[src/swe_pkg.sv]
// Shared constants and types of the single-wire waveform engine.
package swe_pkg;

  // Timebase: 40 MHz clock, microsecond tick derived from the period.
  localparam int        CLK_PERIOD_NS = 25;
  localparam int        US_NS         = 1000;
  localparam logic [5:0] US_CYCLES    = 6'(US_NS / CLK_PERIOD_NS);

  // Register byte offsets on the bus.
  localparam logic [7:0] OFS_CMD    = 8'h00;
  localparam logic [7:0] OFS_STATUS = 8'h04;
  localparam logic [7:0] OFS_RESULT = 8'h08;
  localparam logic [7:0] OFS_SPEED  = 8'h0c;
  localparam logic [7:0] OFS_LOW1   = 8'h10;
  localparam logic [7:0] OFS_DSO    = 8'h14;
  localparam logic [7:0] OFS_REC0   = 8'h18;
  localparam logic [7:0] OFS_SPU    = 8'h1c;
  localparam logic [7:0] OFS_HALT   = 8'h20;

  // Command word fields.
  localparam int CMD_W       = 8;
  localparam int CMD_DEPTH   = 4;
  localparam int CMD_OP_LSB  = 0;
  localparam int CMD_BIT_POS = 2;
  localparam int CMD_PST_POS = 3;
  localparam int CMD_NTF_POS = 4;
  localparam int CMD_INH_POS = 5;

  // Response byte fields.
  localparam int RSP_SHORT  = 0;
  localparam int RSP_NOPRES = 1;
  localparam int RSP_ALARM  = 2;
  localparam int RSP_BIT    = 3;
  localparam int RSP_NTF    = 4;

  // Reset values of the software registers.
  localparam logic [1:0]  RST_SPEED = 2'h0;
  localparam logic [15:0] RST_LOW1  = 16'h0008;
  localparam logic [15:0] RST_DSO   = 16'h0007;
  localparam logic [15:0] RST_REC0  = 16'h0012;
  localparam logic [15:0] RST_SPU   = 16'h0200;

  // Segment times in microseconds, standard (regular/flexible) and overdrive.
  localparam logic [15:0] RESET_LOW_TIME_STD           = 16'h0200;
  localparam logic [15:0] RESET_LOW_TIME_OD            = 16'h0040;
  localparam logic [15:0] SHORT_INTR_SAMPLE_OFFSET_STD = 16'h0008;
  localparam logic [15:0] SHORT_INTR_SAMPLE_OFFSET_OD  = 16'h0002;
  localparam logic [15:0] PRESENCE_SAMPLE_OFFSET_STD   = 16'h0040;
  localparam logic [15:0] PRESENCE_SAMPLE_OFFSET_OD    = 16'h0008;
  localparam logic [15:0] POST_SAMPLE_FILL_DELAY_STD   = 16'h0190;
  localparam logic [15:0] POST_SAMPLE_FILL_DELAY_OD    = 16'h0030;
  localparam logic [15:0] WRITE_ONE_LOW_TIME_STD       = 16'h0008;
  localparam logic [15:0] WRITE_ONE_LOW_TIME_OD        = 16'h0001;
  localparam logic [15:0] DATA_SAMPLE_OFFSET_STD       = 16'h000c;
  localparam logic [15:0] DATA_SAMPLE_OFFSET_OD        = 16'h0002;
  localparam logic [15:0] WRITE_ONE_HIGH_TIME_STD      = 16'h0032;
  localparam logic [15:0] WRITE_ONE_HIGH_TIME_OD       = 16'h0007;
  localparam logic [15:0] WRITE_ZERO_LOW_TIME_STD      = 16'h003c;
  localparam logic [15:0] WRITE_ZERO_LOW_TIME_OD       = 16'h0008;
  localparam logic [15:0] WRITE_ZERO_RECOVERY_STD      = 16'h000a;
  localparam logic [15:0] WRITE_ZERO_RECOVERY_OD       = 16'h0002;
  localparam logic [15:0] SHORT_WAIT_US_DEF            = 16'h1000;

  typedef enum logic [1:0] {
    SPD_REGULAR   = 2'b00,
    SPD_FLEXIBLE  = 2'b01,
    SPD_OVERDRIVE = 2'b10
  } swe_speed_type;

  typedef enum logic [1:0] {
    OP_RESET = 2'b00,
    OP_BIT   = 2'b01,
    OP_PULSE = 2'b10
  } swe_op_type;

  typedef enum logic [3:0] {
    SEG_RSTL  = 4'b0000,
    SEG_SI    = 4'b0001,
    SEG_PDT   = 4'b0010,
    SEG_FILL  = 4'b0011,
    SEG_SHORT = 4'b0100,
    SEG_LOW1  = 4'b0101,
    SEG_DSO   = 4'b0110,
    SEG_HIGH1 = 4'b0111,
    SEG_LOW0  = 4'b1000,
    SEG_REC0  = 4'b1001,
    SEG_SPU   = 4'b1010
  } swe_seg_type;

  typedef enum logic [3:0] {
    ST_IDLE       = 4'b0000,
    ST_PREP       = 4'b0001,
    ST_RST_LOW    = 4'b0010,
    ST_SI_WAIT    = 4'b0011,
    ST_PDT_WAIT   = 4'b0100,
    ST_FILL       = 4'b0101,
    ST_SHORT_WAIT = 4'b0110,
    ST_SLOT_LOW   = 4'b0111,
    ST_DSO_WAIT   = 4'b1000,
    ST_HIGH1      = 4'b1001,
    ST_ZERO_LOW   = 4'b1010,
    ST_REC0       = 4'b1011,
    ST_PULSE      = 4'b1100,
    ST_DONE       = 4'b1101
  } swe_state_type;

endpackage

[src/swe_fifo_if.sv]
// Valid/ready carrier between the engine and its command FIFO.
`timescale 1ns/1ps
`default_nettype none
interface swe_fifo_if #(parameter int W = 8);
  logic         inValid;
  logic         inReady;
  logic [W-1:0] inData;
  logic         outValid;
  logic         outReady;
  logic [W-1:0] outData;
  modport fifo (input inValid, inData, outReady,
                output inReady, outValid, outData);
  modport user (output inValid, inData, outReady,
                input inReady, outValid, outData);
endinterface
`default_nettype wire

[src/swe_fifo.sv]
// Flip-flop FIFO with valid/ready on both sides.
`timescale 1ns/1ps
`default_nettype none
module swe_fifo #(
  parameter int WIDTH = 8,
  parameter int DEPTH = 4
) (
  input wire logic clk,
  input wire logic rst,
  swe_fifo_if.fifo port
);
  localparam int AW = $clog2(DEPTH);
  localparam int CW = $clog2(DEPTH + 1);

  logic [WIDTH-1:0] memQ [DEPTH];
  logic [AW-1:0]    wrPtrQ;
  logic [AW-1:0]    rdPtrQ;
  logic [CW-1:0]    cntQ;
  wire              push = port.inValid && port.inReady;
  wire              pop  = port.outValid && port.outReady;

  assign port.inReady  = cntQ != CW'(DEPTH);
  assign port.outValid = cntQ != '0;
  assign port.outData  = memQ[rdPtrQ];

  function automatic logic [AW-1:0] nextPtr(input logic [AW-1:0] p);
    nextPtr = (p == AW'(DEPTH - 1)) ? '0 : p + AW'(1);
  endfunction

  genvar i;
  generate
    for (i = 0; i < DEPTH; i++) begin : gStore
      always_ff @(posedge clk) begin
        if (push && wrPtrQ == AW'(i)) begin
          memQ[i] <= port.inData;
        end
      end
    end
  endgenerate

  always_ff @(posedge clk) begin
    if (rst) begin
      wrPtrQ <= '0;
      rdPtrQ <= '0;
      cntQ   <= '0;
    end else begin
      if (push) wrPtrQ <= nextPtr(wrPtrQ);
      if (pop) rdPtrQ <= nextPtr(rdPtrQ);
      cntQ <= cntQ + CW'(push) - CW'(pop);
    end
  end
endmodule
`default_nettype wire

[src/swe_waveform_engine.sv]
// Single-wire bus waveform engine with AHB-Lite register slave.
//
// The address map and register access over AHB-Lite were decided locally.
`timescale 1ns/1ps
`default_nettype none
module swe_waveform_engine #(
  parameter logic [15:0] SHORT_WAIT_US = swe_pkg::SHORT_WAIT_US_DEF
) (
  input  wire logic        mclk,
  input  wire logic        reset,
  input  wire logic        hsel,
  input  wire logic [31:0] haddr,
  input  wire logic [1:0]  htrans,
  input  wire logic        hwrite,
  input  wire logic [2:0]  hsize,
  input  wire logic [31:0] hwdata,
  input  wire logic        hready,
  output logic             hreadyout,
  output logic             hresp,
  output logic [31:0]      hrdata,
  input  wire logic        busIn,
  output logic             busOut,
  output logic             busOe,
  output logic             weakPuEn,
  output logic             strongPuEn
);
  import swe_pkg::*;
  swe_fifo_if #(.W(CMD_W)) cmdIf ();
  swe_fifo #(.WIDTH(CMD_W), .DEPTH(CMD_DEPTH)) uCmdFifo (
    .clk  (mclk),
    .rst  (reset),
    .port (cmdIf.fifo));

  logic [7:0]     addrQ;
  logic           dphWrQ;
  logic [31:0]    rdataQ;
  swe_speed_type  speedQ;
  logic [15:0]    low1Q;
  logic [15:0]    dsoQ;
  logic [15:0]    rec0Q;
  logic [15:0]    spuQ;
  logic           haltQ;
  swe_state_type  stateQ;
  swe_state_type  stateD;
  logic           loadEn;
  swe_seg_type    loadSeg;
  logic [5:0]     usDivQ;
  logic [15:0]    segCntQ;
  logic [CMD_W-1:0] cmdQ;
  logic           shortQ;
  logic           alarmQ;
  logic           presQ;
  logic           bitQ;
  logic [7:0]     respQ;
  logic           respReadyQ;

  wire apAcc  = hsel && htrans[1] && hready;
  wire rdRes  = apAcc && !hwrite && haddr[7:0] == OFS_RESULT;
  wire dphCmd = dphWrQ && addrQ == OFS_CMD;
  wire wrEn   = dphWrQ && hreadyout;
  wire wrSpd  = wrEn && addrQ == OFS_SPEED;
  wire wrLow1 = wrEn && addrQ == OFS_LOW1;
  wire wrDso  = wrEn && addrQ == OFS_DSO;
  wire wrRec0 = wrEn && addrQ == OFS_REC0;
  wire wrSpu  = wrEn && addrQ == OFS_SPU;
  wire wrHalt = wrEn && addrQ == OFS_HALT;
  // A command write stalls the bus while the FIFO is full.
  assign hreadyout     = !(dphCmd && !cmdIf.inReady);
  assign hresp         = 1'b0;
  assign hrdata        = rdataQ;
  assign cmdIf.inValid = dphCmd;
  assign cmdIf.inData  = hwdata[CMD_W-1:0];

  wire [7:0]  status = {3'b000, !cmdIf.inReady, !cmdIf.outValid,
                        respReadyQ, stateQ != ST_IDLE, busIn};
  wire [7:0]  ra     = haddr[7:0];
  wire [31:0] rdMux  =
    (ra == OFS_CMD)    ? {24'h000000, cmdQ} :
    (ra == OFS_STATUS) ? {24'h000000, status} :
    (ra == OFS_RESULT) ? {24'h000000, respQ} :
    (ra == OFS_SPEED)  ? {30'h00000000, speedQ} :
    (ra == OFS_LOW1)   ? {16'h0000, low1Q} :
    (ra == OFS_DSO)    ? {16'h0000, dsoQ} :
    (ra == OFS_REC0)   ? {16'h0000, rec0Q} :
    (ra == OFS_SPU)    ? {16'h0000, spuQ} : 32'h00000000;
  always_ff @(posedge mclk) begin
    if (reset) begin
      addrQ  <= 8'h00;
      dphWrQ <= 1'b0;
      rdataQ <= 32'h00000000;
    end else if (hready) begin
      addrQ  <= haddr[7:0];
      dphWrQ <= apAcc && hwrite;
      rdataQ <= (apAcc && !hwrite) ? rdMux : rdataQ;
    end
  end
  always_ff @(posedge mclk) begin
    if (reset) begin
      speedQ <= swe_speed_type'(RST_SPEED);
      low1Q  <= RST_LOW1;
      dsoQ   <= RST_DSO;
      rec0Q  <= RST_REC0;
      spuQ   <= RST_SPU;
      haltQ  <= 1'b0;
    end else begin
      if (wrSpd) speedQ <= swe_speed_type'(hwdata[1:0]);
      if (wrLow1) low1Q <= hwdata[15:0];
      if (wrDso) dsoQ <= hwdata[15:0];
      if (wrRec0) rec0Q <= hwdata[15:0];
      if (wrSpu) spuQ <= hwdata[15:0];
      haltQ <= wrHalt && hwdata[0];
    end
  end

  // Segment length in microseconds for the current speed.
  wire od = speedQ == SPD_OVERDRIVE;
  wire fx = speedQ == SPD_FLEXIBLE;
  function automatic logic [15:0] segTime(input swe_seg_type seg);
    case (seg)
      SEG_RSTL:  segTime = od ? RESET_LOW_TIME_OD : RESET_LOW_TIME_STD;
      SEG_SI:    segTime = od ? SHORT_INTR_SAMPLE_OFFSET_OD
                              : SHORT_INTR_SAMPLE_OFFSET_STD;
      SEG_PDT:   segTime = od ? PRESENCE_SAMPLE_OFFSET_OD
                              : PRESENCE_SAMPLE_OFFSET_STD;
      SEG_FILL:  segTime = od ? POST_SAMPLE_FILL_DELAY_OD
                              : POST_SAMPLE_FILL_DELAY_STD;
      SEG_SHORT: segTime = SHORT_WAIT_US;
      SEG_LOW1:  segTime = od ? WRITE_ONE_LOW_TIME_OD
                              : fx ? low1Q : WRITE_ONE_LOW_TIME_STD;
      SEG_DSO:   segTime = od ? DATA_SAMPLE_OFFSET_OD
                              : fx ? dsoQ : DATA_SAMPLE_OFFSET_STD;
      SEG_HIGH1: segTime = od ? WRITE_ONE_HIGH_TIME_OD
                              : WRITE_ONE_HIGH_TIME_STD;
      SEG_LOW0:  segTime = od ? WRITE_ZERO_LOW_TIME_OD
                              : WRITE_ZERO_LOW_TIME_STD;
      SEG_REC0:  segTime = od ? WRITE_ZERO_RECOVERY_OD
                              : fx ? rec0Q : WRITE_ZERO_RECOVERY_STD;
      SEG_SPU:   segTime = spuQ;
      default:   segTime = 16'h0001;
    endcase
  endfunction

  wire usTick   = usDivQ == US_CYCLES - 6'h01;
  wire segDone  = segCntQ == 16'h0000;
  wire popCmd   = cmdIf.outValid && cmdIf.outReady;
  wire [1:0] op = cmdIf.outData[CMD_OP_LSB +: 2];
  wire cmdBit   = cmdQ[CMD_BIT_POS];
  wire cmdPst   = cmdQ[CMD_PST_POS];
  wire cmdNtf   = cmdQ[CMD_NTF_POS];
  wire cmdInh   = cmdQ[CMD_INH_POS];
  wire isReset  = cmdQ[CMD_OP_LSB +: 2] == OP_RESET;
  wire noPres   = isReset && !shortQ && !alarmQ && !presQ;
  wire spuInf   = spuQ == 16'h0000;

  assign cmdIf.outReady = stateQ == ST_IDLE;
  wire respSet = stateQ == ST_DONE && !cmdInh &&
                 (!isReset || cmdNtf || shortQ || alarmQ || cmdPst && noPres);
  wire [7:0] respByte = {3'b000, cmdNtf, bitQ, alarmQ,
                         cmdPst && noPres, shortQ};

  always_comb begin
    stateD  = stateQ;
    loadEn  = 1'b0;
    loadSeg = SEG_RSTL;
    case (stateQ)
      ST_IDLE: begin
        if (popCmd && op == OP_PULSE) begin
          stateD  = ST_PULSE;
          loadEn  = 1'b1;
          loadSeg = SEG_SPU;
        end else if (popCmd) begin
          stateD = ST_PREP;
        end
      end
      ST_PREP: begin
        loadEn = 1'b1;
        if (isReset) begin
          stateD  = ST_RST_LOW;
          loadSeg = SEG_RSTL;
        end else if (cmdBit) begin
          stateD  = ST_SLOT_LOW;
          loadSeg = SEG_LOW1;
        end else begin
          stateD  = ST_ZERO_LOW;
          loadSeg = SEG_LOW0;
        end
      end
      ST_RST_LOW: if (segDone) begin
        stateD  = ST_SI_WAIT;
        loadEn  = 1'b1;
        loadSeg = SEG_SI;
      end
      ST_SI_WAIT: if (segDone) begin
        loadEn = 1'b1;
        if (busIn) begin
          stateD  = ST_PDT_WAIT;
          loadSeg = SEG_PDT;
        end else begin
          stateD  = ST_SHORT_WAIT;
          loadSeg = SEG_SHORT;
        end
      end
      ST_PDT_WAIT: if (segDone) begin
        stateD  = ST_FILL;
        loadEn  = 1'b1;
        loadSeg = SEG_FILL;
      end
      ST_SHORT_WAIT: if (segDone) begin
        if (busIn) begin
          stateD  = ST_FILL;
          loadEn  = 1'b1;
          loadSeg = SEG_FILL;
        end else begin
          stateD = ST_DONE;
        end
      end
      ST_FILL: if (segDone) stateD = ST_DONE;
      ST_SLOT_LOW: if (segDone) begin
        stateD  = ST_DSO_WAIT;
        loadEn  = 1'b1;
        loadSeg = SEG_DSO;
      end
      ST_DSO_WAIT: if (segDone) begin
        stateD  = ST_HIGH1;
        loadEn  = 1'b1;
        loadSeg = SEG_HIGH1;
      end
      ST_HIGH1: if (segDone) stateD = ST_DONE;
      ST_ZERO_LOW: if (segDone) begin
        stateD  = ST_REC0;
        loadEn  = 1'b1;
        loadSeg = SEG_REC0;
      end
      ST_REC0: if (segDone) stateD = ST_DONE;
      ST_PULSE: begin
        if (haltQ || (!spuInf && segDone)) stateD = ST_DONE;
      end
      ST_DONE: stateD = ST_IDLE;
      default: stateD = ST_IDLE;
    endcase
  end

  // Microsecond prescaler and segment down-counter.
  always_ff @(posedge mclk) begin
    if (reset) begin
      usDivQ  <= 6'h00;
      segCntQ <= 16'h0000;
    end else if (loadEn) begin
      usDivQ  <= 6'h00;
      segCntQ <= segTime(loadSeg);
    end else begin
      usDivQ  <= usTick ? 6'h00 : usDivQ + 6'h01;
      if (usTick && !segDone) segCntQ <= segCntQ - 16'h0001;
    end
  end

  always_ff @(posedge mclk) begin
    if (reset) begin
      stateQ <= ST_IDLE;
      cmdQ   <= '0;
    end else begin
      stateQ <= stateD;
      if (popCmd) cmdQ <= cmdIf.outData;
    end
  end
  wire siLow   = stateQ == ST_SI_WAIT && segDone && !busIn;
  wire pdtDone = stateQ == ST_PDT_WAIT && segDone;
  wire swDone  = stateQ == ST_SHORT_WAIT && segDone;
  wire dsoDone = stateQ == ST_DSO_WAIT && segDone;
  always_ff @(posedge mclk) begin
    if (reset || popCmd) begin
      shortQ <= 1'b0;
      alarmQ <= 1'b0;
      presQ  <= 1'b0;
      bitQ   <= 1'b0;
    end else begin
      if (pdtDone) presQ <= !busIn;
      if (swDone) shortQ <= !busIn;
      if (swDone) alarmQ <= busIn;
      if (dsoDone) bitQ <= busIn;
    end
  end
  always_ff @(posedge mclk) begin
    if (reset) begin
      respQ      <= 8'h00;
      respReadyQ <= 1'b0;
    end else begin
      if (respSet) respQ <= respByte;
      respReadyQ <= respSet || (respReadyQ && !rdRes);
    end
  end

  // Open-drain driver: the engine only ever pulls low.
  wire pullLow = stateQ == ST_RST_LOW || stateQ == ST_SLOT_LOW ||
                 stateQ == ST_ZERO_LOW;
  assign busOut     = 1'b0;
  assign busOe      = pullLow;
  assign strongPuEn = stateQ == ST_PULSE;
  assign weakPuEn   = !pullLow && stateQ != ST_PREP &&
                      stateQ != ST_PULSE;
endmodule
`default_nettype wire

[config.mk]
export PLATFORM = sky130hd
export DESIGN_NAME = swe_waveform_engine
export DESIGN_NICKNAME = d
export VERILOG_FILES = /design/src/swe_pkg.sv /design/src/swe_fifo_if.sv /design/src/swe_fifo.sv /design/src/swe_waveform_engine.sv
export SDC_FILE = /design/constraint.sdc
export NUM_CORES = 1
export LEC_CHECK = 0
export ABC_AREA = 0
export BUFFER_PORTS_ARGS = -buffer_cell sky130_fd_sc_hd__buf_4
export CORE_UTILIZATION = 54
export CTS_BUF_LIST = sky130_fd_sc_hd__clkbuf_4
export CTS_CLUSTER_DIAMETER = 30
export CTS_CLUSTER_SIZE = 30
export DETAILED_ROUTE_END_ITERATION = 10
export PLACE_DENSITY = 0.78
export SETUP_SLACK_MARGIN = 0.2
export SLEW_MARGIN = 25
export SYNTH_ARGS = -nofsm -noshare
export SYNTH_HDL_FRONTEND = slang
export SYNTH_SLANG_ARGS = --single-unit
[constraint.sdc]
create_clock -name mclk -period 2.7 [get_ports mclk]
set_input_delay 0.135 -clock mclk [delete_from_list [all_inputs] [get_ports mclk]]
set_output_delay 0.135 -clock mclk [all_outputs]
set_load 0.01 [all_outputs]
==> impl_metrics.py <==
metrics = {
    "outcome": {
        "status": "finished clean",
    },
    "placed_design": {
        "hpwlAfterDp_um": 16400,
        "io_buffers": 50,
        "gp_congestion": 0.917,
    },
    "yosys": {
        "muxShareOfSynthArea_pct": 13.2,
        "ys.warnings.count": 0,
        "synth_compound_area_share_pct": 14.8,
        "synthFlopType": "dfxtp_1",
        "synth_xor_area_share_pct": 1.29,
        "syn_inst": 933,
        "yosysSeqAreaShare_pct": 43.7,
        "async_flop_share_pct": 0,
        "syn_area_per_cell_um2": 9.48,
        "synth.distinct_cells": 81,
        "synthesis.area_mm2": 0.00884,
        "synth-edff-count": 32,
        "synth_top_family_by_area": "simple AND/OR/NAND/NOR gates",
        "synth.ff_latch_count": 177,
        "synthSimpleGateAreaFrac_pct": 20.2,
        "yosys.area_share.adder_pct": 1.75,
    },
    "finish": {
        "nNetsFinal": 1114,
        "drive_above_1_share_pct": 18.4,
        "syn2layout_area_growth_pct": 17.6,
        "layout_common_cells": "142 x dfxtp_1, 134 x nor2_1, 96 x buf_4",
        "final_common_cell": "dfxtp_1",
        "final_util_pct": 65.2,
        "seq_area_mm2": 0.00387,
        "fill_cells": 1288,
        "multi_input_area_mm2": 0.00471,
    },
    "global_route": {
        "grt_pass1_vias": 7263,
        "globalRoute.totalOverflow": 0,
        "grt_max_degree": 60,
        "grt_first_pass_wirelength_um": 38700,
        "grt_antenna_before_repair": 2,
        "track_usage_pct": 30.3,
    },
    "floorplan": {
        "die-height_um": 130,
        "ios": 113,
        "design.core.area_mm2": 0.0159,
        "start_util_pct": 55.5,
        "dieArea_mm2": 0.0169,
        "die_w_um": 130,
        "rows": 46,
    },
    "sta": {
        "rsz0062_at_grt": "yes",
        "timing.final.crit_period_ns": 2.44,
        "finalClockSkew_ns": 0.0211,
        "finalSetupViolCount": 0,
        "slew_violations": 0,
        "slew_headroom_pct": 44.7,
        "fin_crit_sh_pct": 90.3,
        "fmax_mhz": 410,
        "fin_tns_setup_ns": 0,
        "hold_viol_final": 0,
        "tightest_slew_ns": 0.825,
    },
    "worst_setup_path": {
        "path_buf_inv": 2,
        "start_kind": "register",
        "crit_family": "compound AO/OA/AOI/OAI gates",
        "crit_required_ns": 3.19,
        "max_stage_delay_ns": 0.56,
        "slowest_stage": "mux4_2",
        "crit_arrival_ns": 2.93,
        "path_class": "register to register",
        "path_cells": "buf_4, mux4_2, nor4b_4, buf_12, a22o_1, a21o_1, a21oi_1, a2111oi_2",
        "crit_fanout": 8,
        "crit_path_end_kind": "register",
    },
    "hold_path": {
        "holdCritPathClass": "input pin to register",
        "worstHoldStart": "haddr[2]",
    },
    "flow_run": {
        "cap_violations": 0,
    },
    "clock_network": {
        "clk_latency_ns": 0.61,
        "clock_sinks": 177,
        "numCtsBuffers": 17,
        "cts-root-buf": "clkbuf_4",
        "clk_pin_slew_ns": 0.15,
        "htree_levels": 4,
        "tritoncts": "done",
        "cts_buffer_depth": 2,
    },
    "detailed_routing": {
        "wl_um": 24900,
        "drt-initial-drc-count": 984,
        "postRouteAntennaNets": 0,
        "wl_per_cell_um": 19.8,
        "num_vias": 7869,
        "drc_errors": 0,
        "via_per_inst": 6.25,
        "firstDrtPassIters": 7,
    },
    "power_and_ir_drop": {
        "power_density_mw_per_mm2": 808,
        "p_leak_nw": 3.86,
        "ir_drop_mv": 0.419,
    },
}
synth_stat cells, types with 4 or more instances:
| cell | number | area (um2) |
|---|---|---|
| o32ai_1 | 4 | 35.0 |
| or4_1 | 7 | 52.6 |
| clkbuf_1 | 39 | 146 |
| a311oi_1 | 6 | 52.6 |
| xor2_1 | 7 | 61.3 |
| nor3_1 | 25 | 125 |
| a21oi_1 | 39 | 195 |
| a21o_1 | 5 | 37.5 |
| nor3b_1 | 7 | 52.6 |
| buf_2 | 14 | 70.1 |
| buf_1 | 7 | 26.3 |
| mux4_2 | 7 | 158 |
| edfxtp_1 | 32 | 961 |
| and2_1 | 6 | 37.5 |
| mux2_2 | 10 | 113 |
| or3_1 | 6 | 37.5 |
| nor4_2 | 4 | 50.1 |
| a31oi_1 | 7 | 43.8 |
| a221oi_1 | 8 | 70.1 |
| nor2b_1 | 8 | 50.1 |
| ha_1 | 10 | 125 |
| nand3_1 | 15 | 75.1 |
| o22ai_1 | 4 | 25.0 |
| o31ai_1 | 6 | 45.0 |
| xnor2_1 | 6 | 52.6 |
| mux2i_1 | 87 | 871 |
| a221o_1 | 5 | 50.1 |
| o21ai_0 | 16 | 80.1 |
| and3_1 | 7 | 43.8 |
| a22o_1 | 14 | 123 |
| nand2b_1 | 13 | 81.3 |
| dfxtp_1 | 145 | 2900 |
| nor4_1 | 15 | 93.8 |
| nor2_1 | 136 | 510 |
| or2_2 | 4 | 25.0 |
| nand2_1 | 69 | 259 |
| a211oi_1 | 10 | 75.1 |
| a22oi_1 | 6 | 45.0 |
| nand4_1 | 9 | 56.3 |
| inv_1 | 15 | 56.3 |
| a222oi_1 | 14 | 140 |
| buf_4 | 18 | 135 |
timing repair:
action,4_1_cts,5_1_grt
hold endpoints to repair,117,0
setup endpoints to repair,3,54
buffers inserted,0,6
gates resized for setup,3,16
hold buffers,36,0
pin swaps,0,4
final cells by class:
type	instances	share of cell area, %
antenna	2	0.0481
clock buffer	19	1.37
clock inverter	13	1.48
inverter	16	0.577
multi-input combinational	678	45.3
sequential	177	37.2
tap	216	2.60
timing repair buffer	138	11.5
kinds of logic (layout without fill, tap and decap cells):
kind of cell             Yosys count  count (layout)
AND/OR/NAND/NOR                  353             353
AO/OA/AOI/OAI                    177             177
flip-flops                       177             177
multiplexers                     105             105
buffers and inverters             95             186
XOR/XNOR                          13              13
adder cells (fa/ha/maj)           12              12
other                              1              20
report_power, final:
part / total, mW / internal (mW) / leakage (nW) / switching [mW]
combinational: 3.52 / 1.52 / 2.23 / 2.00
clock: 1.62 / 0.596 / 0.170 / 1.02
sequential: 3.27 / 2.91 / 1.46 / 0.359
total: 8.40 / 5.03 / 3.86 / 3.38
worst register-to-register path: cells and delay by family (launching register included):
| kind | cells | cell delay, ns |
|---|---|---|
| AO/OA/AOI/OAI | 4 | 0.70 |
| buffers and inverters | 2 | 0.35 |
| flip-flops | 1 | 0.38 |
| multiplexers | 1 | 0.56 |
| AND/OR/NAND/NOR | 1 | 0.35 |
path summary, 6_finish.rpt:
check	endpoint	slack [ns]	cells after the start
min reg2reg	respQ[0]	0.47	2
min	addrQ[2]	0.08	3
max reg2reg	segCntQ[10]	0.26	8
max	segCntQ[10]	0.26	8
routing by layer:
layer	up-vias	global-route usage (%)	routed length, um
li1	3603	-	-
met1	3816	40.8	10500
met2	402	47.8	11700
met3	46	6.85	2170
met4	2	10.9	567
met5	-	0	13
sequential cells by signal, summed over array words and instances (netlist names), 2 cells and up, named ones only:
| signal | count |
|---|---|
| addrQ | 8 |
| cmdQ | 8 |
| dsoQ | 16 |
| hrdata | 16 |
| low1Q | 16 |
| rec0Q | 16 |
| respQ | 5 |
| segCntQ | 16 |
| speedQ | 2 |
| spuQ | 16 |
| stateQ | 4 |
| uCmdFifo.cntQ | 3 |
| uCmdFifo.memQ | 32 |
| uCmdFifo.rdPtrQ | 2 |
| uCmdFifo.wrPtrQ | 2 |
| usDivQ | 6 |
through the flow:
step	cell area (um2)	setup WS, ns	std cells	hold WS [ns]	power [mW]
2_1_floorplan	8930	0.214	950	0.234	5.48
3_3_place_gp	9600	0.246	1183	0.393	6.43
3_5_place_dp	9600	0.171	1183	0.386	6.51
4_1_cts	10300	0.217	1251	0.0639	8.15
5_1_grt	10400	0.110	1257	0.0677	8.84
6_report	10400	0.262	1259	0.0769	8.40
Power figures use the tool's default switching activity.
